==> config.mk <==
export PLATFORM = sky130hd
export DESIGN_NAME = sector_protect_map_update
export DESIGN_NICKNAME = d
export VERILOG_FILES = /design/src/rtl/spmap_pkg.sv /design/src/rtl/spi_bytes_if.sv /design/src/rtl/spi_byte_rx.sv /design/src/rtl/sector_protect_map_update.sv
export SDC_FILE = /design/constraint.sdc
export NUM_CORES = 1
export LEC_CHECK = 0
export BUFFER_PORTS_ARGS = -buffer_cell sky130_fd_sc_hd__buf_2
export CORE_UTILIZATION = 41
export DETAILED_ROUTE_END_ITERATION = 10
export PLACE_DENSITY = 0.68
export SLEW_MARGIN = 30
export SYNTH_ARGS = -nofsm -noshare
export SYNTH_HDL_FRONTEND = slang
export SYNTH_SLANG_ARGS = --single-unit
==> constraint.sdc <==
create_clock -name clk -period 3.17 [get_ports clk]
set_input_delay 0.634 -clock clk [delete_from_list [all_inputs] [get_ports clk]]
set_output_delay 0.634 -clock clk [all_outputs]
set_load 0.03 [all_outputs]
==> src/rtl/spmap_pkg.sv <==
// package: constants for the sector protection map update block
package spmap_pkg;
  localparam logic [7:0] OP_PREFIX0 = 8'h3D;
  localparam logic [7:0] OP_PREFIX1 = 8'h2A;
  localparam logic [7:0] OP_PREFIX2 = 8'h7F;
  localparam logic [7:0] OP_MAP_ERASE = 8'hCF;
  localparam logic [7:0] OP_MAP_PROGRAM = 8'hFC;
  localparam int MAP_BYTES = 8;
  localparam logic [7:0] MAP_FACTORY = 8'h00;
  localparam logic [7:0] MAP_ERASED = 8'hFF;
  localparam logic [7:0] MAP_PROT = 8'hFF;
  localparam int S0_LOW_HI = 7;
  localparam int S0_LOW_LO = 6;
  localparam int S0_HIGH_HI = 5;
  localparam int S0_HIGH_LO = 4;
  localparam logic [1:0] HALF_PROT = 2'h3;
  localparam int CLK_MHZ = 250;
  localparam int MAP_ERASE_TIME_MAX_US = 10;
  localparam int PROGRAM_TIME_MAX_US = 10;
  localparam int MAP_ERASE_CYC_DEF = MAP_ERASE_TIME_MAX_US * CLK_MHZ;
  localparam int PROGRAM_CYC_DEF = PROGRAM_TIME_MAX_US * CLK_MHZ;
  localparam int CNT_W = 16;
endpackage

==> src/rtl/spi_bytes_if.sv <==
// interface: byte stream from the spi shift stage to the command logic
`timescale 1ns/1ps
interface spi_bytes_if;
  logic frame_start;
  logic byte_valid;
  logic [7:0] byte_data;
  logic frame_end;
  logic on_boundary;
  modport src (output frame_start, byte_valid, byte_data, frame_end, on_boundary);
  modport dst (input frame_start, byte_valid, byte_data, frame_end, on_boundary);
endinterface

==> src/rtl/spi_byte_rx.sv <==
// module: synchronises spi pins and assembles bytes mode 0/3
`timescale 1ns/1ps
module spi_byte_rx (
  input wire logic clk,
  input wire logic rst_b,
  input wire logic ce,
  input wire logic cs_b,
  input wire logic sck,
  input wire logic si,
  spi_bytes_if.src bo
);
  // ----------------------------------------
  // synchronisers
  // ----------------------------------------
  logic [1:0] cs_s_r, sck_s_r, si_s_r;
  logic cs_d_r, sck_d_r;
  logic [7:0] sh_r;
  logic [2:0] bit_r;
  always_ff @(posedge clk) begin
    if (!rst_b) begin
      cs_s_r <= 2'h3;
      sck_s_r <= 2'h0;
      si_s_r <= 2'h0;
      cs_d_r <= 1'b1;
      sck_d_r <= 1'b0;
    end else if (ce) begin
      cs_s_r <= {cs_s_r[0], cs_b};
      sck_s_r <= {sck_s_r[0], sck};
      si_s_r <= {si_s_r[0], si};
      cs_d_r <= cs_s_r[1];
      sck_d_r <= sck_s_r[1];
    end
  end
  wire sel = !cs_s_r[1];
  wire rise = sel && sck_s_r[1] && !sck_d_r;
  wire last_bit = bit_r == 3'h7;
  // ----------------------------------------
  // byte assembly, msb first
  // ----------------------------------------
  always_ff @(posedge clk) begin
    if (!rst_b) begin
      sh_r <= 8'h00;
      bit_r <= 3'h0;
    end else if (ce) begin
      if (!sel) begin
        bit_r <= 3'h0;
      end else if (rise) begin
        sh_r <= {sh_r[6:0], si_s_r[1]};
        bit_r <= bit_r + 3'h1;
      end
    end
  end
  assign bo.frame_start = cs_d_r && !cs_s_r[1];
  assign bo.frame_end = !cs_d_r && cs_s_r[1];
  assign bo.on_boundary = bit_r == 3'h0;
  assign bo.byte_valid = rise && last_bit;
  assign bo.byte_data = {sh_r[6:0], si_s_r[1]};
endmodule // spi_byte_rx

==> src/rtl/sector_protect_map_update.sv <==
// module: protection map erase and program command logic
//------------------------------------------------------------
// Operation
// - eight nonvolatile map bytes, byte n governs sector n.
// - sectors 1 to 7: FFh protected, 00h unprotected.
// - sector 0 bits 7:6 low half, 5:4 high half, 11 protects.
// - reset state of every map byte is 00h.
// - map must be erased before reprogramming.
// - 3D 2A 7F CF then chip select high starts map erase.
// - busy shown during erase, bounded by erase time.
// - erase sets all bytes FFh, so all sectors protected.
// - erase accepted whatever global protection state.
// - 3D 2A 7F FC plus eight bytes then chip select starts program; code starts it after any whole number of data bytes from one up.
// - busy shown during program, bounded by program time.
// - ninth data byte wraps to location 0.
// - program accepted whatever global protection state.
// - program overwrites internal buffer contents.
// - write protect low refuses map erase and program.
//------------------------------------------------------------
`timescale 1ns/1ps
module sector_protect_map_update #(
  parameter int MAP_ERASE_CYC = spmap_pkg::MAP_ERASE_CYC_DEF,
  parameter int PROGRAM_CYC = spmap_pkg::PROGRAM_CYC_DEF
) (
  input wire logic clk,
  input wire logic rst_b,
  input wire logic ce,
  input wire logic cs_b,
  input wire logic sck,
  input wire logic si,
  input wire logic wp_b,
  input wire logic prot_enabled,
  output logic busy,
  output logic [63:0] map_bytes,
  output logic sector_zero_low_half,
  output logic sector_zero_high_half,
  output logic [7:1] sector_prot,
  output logic [7:0] sector_guard,
  output logic buffer_lost,
  output logic refused
);
  typedef enum {IDLE, OP1, OP2, OP3, ARMED, DATA, JUNK} cmd_type;
  typedef enum {RDY, ERASING, PROGRAMMING} run_type;

  spi_bytes_if bi ();
  spi_byte_rx u_rx (
    .clk(clk),
    .rst_b(rst_b),
    .ce(ce),
    .cs_b(cs_b),
    .sck(sck),
    .si(si),
    .bo(bi.src)
  );

  logic [1:0] wp_s_r;
  always_ff @(posedge clk) begin
    if (!rst_b) begin
      wp_s_r <= 2'h3;
    end else if (ce) begin
      wp_s_r <= {wp_s_r[0], wp_b};
    end
  end
  wire wp_low = !wp_s_r[1];

  // ----------------------------------------
  // command decoder
  // ----------------------------------------
  cmd_type cmd_r, cmd_nxt;
  logic is_prog_r, is_prog_nxt;
  logic [2:0] ptr_r;
  logic [7:0] stage_r [spmap_pkg::MAP_BYTES];
  logic [7:0] got_r;
  run_type run_r;
  logic [spmap_pkg::CNT_W-1:0] cnt_r;
  logic [7:0] map_r [spmap_pkg::MAP_BYTES];

  wire bv = bi.byte_valid;
  wire [7:0] bd = bi.byte_data;
  always_comb begin
    cmd_nxt = cmd_r;
    is_prog_nxt = is_prog_r;
    if (bi.frame_start) begin
      cmd_nxt = (run_r == RDY) ? OP1 : JUNK;
    end else if (bv) begin
      case (cmd_r)
        OP1: cmd_nxt = (bd == spmap_pkg::OP_PREFIX0) ? OP2 : JUNK;
        OP2: cmd_nxt = (bd == spmap_pkg::OP_PREFIX1) ? OP3 : JUNK;
        OP3: cmd_nxt = (bd == spmap_pkg::OP_PREFIX2) ? ARMED : JUNK;
        ARMED: begin
          // unknown fourth byte drops the frame
          if (bd == spmap_pkg::OP_MAP_ERASE) begin
            cmd_nxt = DATA;
            is_prog_nxt = 1'b0;
          end else if (bd == spmap_pkg::OP_MAP_PROGRAM) begin
            cmd_nxt = DATA;
            is_prog_nxt = 1'b1;
          end else begin
            cmd_nxt = JUNK;
          end
        end
        DATA: cmd_nxt = DATA;
        default: cmd_nxt = cmd_r;
      endcase
    end
  end

  // erase must carry no data bytes; cs must rise on a byte boundary
  wire end_ok = bi.frame_end && cmd_r == DATA && bi.on_boundary;
  wire go_erase = end_ok && !is_prog_r && got_r == 8'h00;
  wire go_prog = end_ok && is_prog_r && got_r != 8'h00;
  // write protect low refuses both map commands, whatever prot_enabled says
  wire start_erase = go_erase && !wp_low;
  wire start_prog = go_prog && !wp_low;

  always_ff @(posedge clk) begin
    if (!rst_b) begin
      cmd_r <= IDLE;
      is_prog_r <= 1'b0;
      ptr_r <= 3'h0;
      got_r <= 8'h00;
    end else if (ce) begin
      cmd_r <= bi.frame_end ? IDLE : cmd_nxt;
      is_prog_r <= is_prog_nxt;
      // a frame seen while busy must not wipe the bytes the running program still uses
      if (bi.frame_start && run_r == RDY) begin
        ptr_r <= 3'h0;
        got_r <= 8'h00;
      end else if (bv && cmd_r == DATA) begin
        ptr_r <= ptr_r + 3'h1; // wraps past byte 7
        got_r[ptr_r] <= 1'b1;
      end
    end
  end

  // staging bytes model the shared sram buffer
  always_ff @(posedge clk) begin
    if (!rst_b) begin
      for (int i = 0; i < spmap_pkg::MAP_BYTES; i++) stage_r[i] <= 8'h00;
    end else if (ce && bv && cmd_r == DATA && is_prog_r) begin
      stage_r[ptr_r] <= bd;
    end
  end

  // ----------------------------------------
  // self-timed cycle and map storage
  // ----------------------------------------
  always_ff @(posedge clk) begin
    if (!rst_b) begin
      run_r <= RDY;
      cnt_r <= '0;
      buffer_lost <= 1'b0;
      refused <= 1'b0;
    end else if (ce) begin
      // any complete map command sent while ready that starts no cycle is reported once
      refused <= bi.frame_end && cmd_r == DATA && !start_erase && !start_prog;
      case (run_r)
        RDY: begin
          if (start_erase) begin
            run_r <= ERASING;
            cnt_r <= spmap_pkg::CNT_W'(MAP_ERASE_CYC - 1);
          end else if (start_prog) begin
            run_r <= PROGRAMMING;
            cnt_r <= spmap_pkg::CNT_W'(PROGRAM_CYC - 1);
            buffer_lost <= 1'b1;
          end
        end
        ERASING, PROGRAMMING: begin
          if (cnt_r == '0) begin
            run_r <= RDY; // bounded by the max time
          end else begin
            cnt_r <= cnt_r - spmap_pkg::CNT_W'(1'h1);
          end
        end
        default: run_r <= RDY;
      endcase
    end
  end

  // program only clears bits, so an unerased map cannot be raised back
  always_ff @(posedge clk) begin
    if (!rst_b) begin
      for (int i = 0; i < spmap_pkg::MAP_BYTES; i++) map_r[i] <= spmap_pkg::MAP_FACTORY;
    end else if (ce && cnt_r == '0) begin
      if (run_r == ERASING) begin
        for (int i = 0; i < spmap_pkg::MAP_BYTES; i++) map_r[i] <= spmap_pkg::MAP_ERASED;
      end else if (run_r == PROGRAMMING) begin
        for (int i = 0; i < spmap_pkg::MAP_BYTES; i++) begin
          if (got_r[i]) map_r[i] <= map_r[i] & stage_r[i];
        end
      end
    end
  end

  // ----------------------------------------
  // decoded protection view
  // ----------------------------------------
  function automatic logic half_prot(input logic [1:0] f);
    half_prot = f == spmap_pkg::HALF_PROT;
  endfunction

  assign busy = run_r != RDY;
  always_comb begin
    for (int i = 0; i < spmap_pkg::MAP_BYTES; i++) map_bytes[i*8 +: 8] = map_r[i];
  end
  assign sector_zero_low_half = half_prot(map_r[0][spmap_pkg::S0_LOW_HI:spmap_pkg::S0_LOW_LO]);
  assign sector_zero_high_half =
    half_prot(map_r[0][spmap_pkg::S0_HIGH_HI:spmap_pkg::S0_HIGH_LO]);
  always_comb begin
    for (int i = 1; i < spmap_pkg::MAP_BYTES; i++) sector_prot[i] = map_r[i] == spmap_pkg::MAP_PROT;
  end
  // effective guard on program/erase of each sector
  wire guard_on = prot_enabled || wp_low;
  assign sector_guard = guard_on ?
    {sector_prot, sector_zero_low_half || sector_zero_high_half} : 8'h00;
endmodule // sector_protect_map_update

==> flow_summary.yaml <==
yosys:
  synthMuxAreaShare: 0.0177
  yosysTopAreaCell: "edfxtp_1"
  synthFlopType: "edfxtp_1"
  synth_nets: 781
  synth_area_sq_um: 8140
  syn_inst: 762
  synth_area_per_cell_sq_um: 10.7
  synthSimpleGateAreaFrac: 0.221
  synth_area_leaders: "edfxtp_1, dfxtp_1, nand2_1"
  yosys.area_share.xor_xnor: 0.00215
  synth_top_area_frac: 0.443
  synth-edff-count: 120
  synthAdderAreaFrac: 0.0169
  synth-compound-area-share: 0.118
  synth_top_family_by_area: "simple AND/OR/NAND/NOR gates"
  yosysSeqAreaShare: 0.598
  ys_seq_elements: 183
  synthArstFlopShare: 0
  synth_cell_types: 60
  ys_warn_count: 0
critical_path:
  endpoint_kind: "flop"
  worst-setup-path-type: "reg2reg"
  cp_max_fo: 8
  cp.required_ns: 3.25
  arrival_ns: 2.84
  start_kind: "flop"
final_layout:
  final_util: 0.491
  nets: 879
  multi_input_area_sq_um: 3060
  nFillCells: 1729
  seq_area_sq_um: 4860
  layout-drive-gt1-share: 0.205
  syn_to_final_growth_pct: 17.5
  diodes: 0
clocking:
  cts.sinks: 183
  cts_resized: 0
  cts_root_buf: "clkbuf_16"
  cts.path.max_buffers: 2
  cts_inserted_buffers: 17
  cts_setup_buffers: 0
  ctsHoldBuffers: 0
  cts_tree: "yes"
  clock_latency_ns: 0.43
  clk_pin_slew_ns: 0.07
  cts_max_level: 4
timing:
  fmax_mhz: 362
  hold_violations: 0
  post-route-period-util: 0.871
  worst_pin_slew_ns: 0.935
  tns_ns: 0
  rsz0062_at_grt: "no"
  period_minus_slack_ns: 2.76
  skew_ns: 0.00949
  setup_violations: 0
  maxSlewHeadroom: 0.374
  finalMaxSlewViolations: 0
floorplanning:
  die-area_sq_um: 20400
  die_w_um: 143
  core_region_area_sq_um: 19500
  initial_core_util: 0.418
  placementRows: 51
  ios: 92
  die_h_um: 143
pwr:
  power.total_mw: 4.96
  pwr-share-seq: 0.536
  p_clk_frac: 0.416
  combPwrFrac: 0.047
  vdd_drop_max_mv: 0.397
  p_sw_frac: 0.225
  p_switching_mw: 1.12
  power_leakage_nw: 3.68
  cellPowerDensity_nw_per_um2: 518
  intPower_mw: 3.84
drt:
  viasPerCell: 5.25
  drtPass1Iterations: 5
  drc: 0
  ant_nets: 0
  drt_wl_total_um: 17900
  first_iter_violations: 380
  num_vias: 5964
  wire_per_inst_um: 15.8
placed_design:
  hpwl_um: 12200
  gp_congestion: 0.794
  io_buffers: 91
hold_path:
  min-delay-path-class: "in2reg"
grt:
  grtUsageTotal: 0.181
  overflow: 0
  grt_pass1_vias: 5414
  antenna_found_initial: 0
  grt_pass1_wl_um: 28200
  grt_max_degree: 52
outcome:
  run_status: "finished, final reports clean"
run:
  cap_violations: 0
[worst paths after layout]
| path | start | end | slack (ns) | cells past startpoint |
|---|---|---|---|---|
| worst max register to register | cnt_r[0] | map_r[1][22] | 0.41 | 8 |
| worst max-delay path | cnt_r[0] | map_r[1][22] | 0.41 | 8 |
| worst min register to register | buffer_lost | buffer_lost | 0.45 | 2 |
| worst min-delay path | cs_b | u_rx.cs_s_r[0] | 0.42 | 3 |
[power by group through the flow]
stage / sequential, mW / clock, mW / combinational (mW)
after floorplan: 2.76 / 0 / 0.103
after global placement: 2.71 / 0 / 0.232
after detailed placement: 2.71 / 0 / 0.235
after CTS: 2.66 / 2.09 / 0.236
after global routing: 2.67 / 2.20 / 0.257
final: 2.66 / 2.06 / 0.234
[layout make-up]
| type | instances | share of cell area |
|---|---|---|
| clock buffers | 17 | 0.0445 |
| inverters | 14 | 0.00549 |
| multi-input cells | 523 | 0.320 |
| flip-flops and latches | 183 | 0.509 |
| repair buffers | 121 | 0.0712 |
| clock inverters | 14 | 0.0160 |
| well taps | 265 | 0.0347 |
[Yosys cell counts, drive strengths merged (7+ instances only)]
cell type / instances
nand3: 17
dfxtp: 63
o221a: 8
nand4: 21
nor2b: 10
nand2: 122
inv: 14
mux2i: 11
ha: 11
edfxtp: 120
clkbuf: 35
and2: 69
buf: 7
nor3: 17
nor2: 42
nor4: 10
a31o: 7
o21ai: 57
a31oi: 10
a21oi: 39
[worst max-delay path, cell delays in order (launching register included)]
cell and delay [ns]:
dfxtp_1 0.40, inv_1 0.10, ha_1 0.21, nor4b_1 0.15
buf_4 0.16, nand4_2 0.18, nor3_4 0.05, nor2_1 0.72
nand2b_1 0.44
[stage by stage]
step           setup WS (ns)  hold slack [ns]  std cells  instance area [sq um]
4_1_cts                0.381            0.407       1137                   9560
5_1_grt                0.192            0.410       1137                   9560
3_3_place_gp           0.355            0.452       1106                   8990
3_5_place_dp           0.290            0.455       1106                   8990
2_1_floorplan          0.401            0.441        762                   8140
6_report               0.409            0.419       1137                   9560
[placed cells by master, fill, tap and decap left out, types with 5 or more instances in the layout]
| cell | n |
|---|---|
| o21ai_0 | 53 |
| nand2b_1 | 5 |
| dfxtp_1 | 63 |
| nand2_1 | 122 |
| mux2i_1 | 11 |
| and2_1 | 69 |
| a21oi_1 | 39 |
| o31ai_1 | 5 |
| nand3_1 | 17 |
| ha_1 | 11 |
| nand4_1 | 20 |
| nor3_1 | 16 |
| a31oi_1 | 10 |
| edfxtp_1 | 120 |
| nor2b_1 | 10 |
| buf_2 | 91 |
| nor2_1 | 42 |
| buf_4 | 30 |
| inv_1 | 14 |
| o221a_2 | 8 |
| nor4_1 | 7 |
| clkbuf_16 | 17 |
| a31o_2 | 7 |
[kinds of logic (layout without fill, tap and decap cells)]
logic type / count (synthesis) / in the layout
and+or+nand+nor: 343 / 343
DFF: 183 / 183
AOI/OAI and AO/OA: 153 / 153
adders and majority gates: 11 / 11
muxes: 14 / 14
xor gates and xnor gates: 2 / 2
buffers and inverters: 56 / 166
[registers in the layout, summed over array words and instances (netlist names), 2 cells and up]
name / flops
wp_s_r: 2
u_rx.sh_r: 7
u_rx.cs_s_r: 2
got_r: 8
ptr_r: 3
run_r: 2
stage_r: 64
cnt_r: 16
u_rx.bit_r: 3
cmd_r: 3
u_rx.sck_s_r: 2
u_rx.si_s_r: 2
map_r: 64
[routing by layer]
metal	global-route usage	vias up	wire length (um)
met5	0	-	0
met4	0.0628	0	294
met3	0.0399	20	661
met2	0.300	134	8550
met1	0.234	2826	8410
li1	-	2984	-
Power figures use the tool's default switching activity.
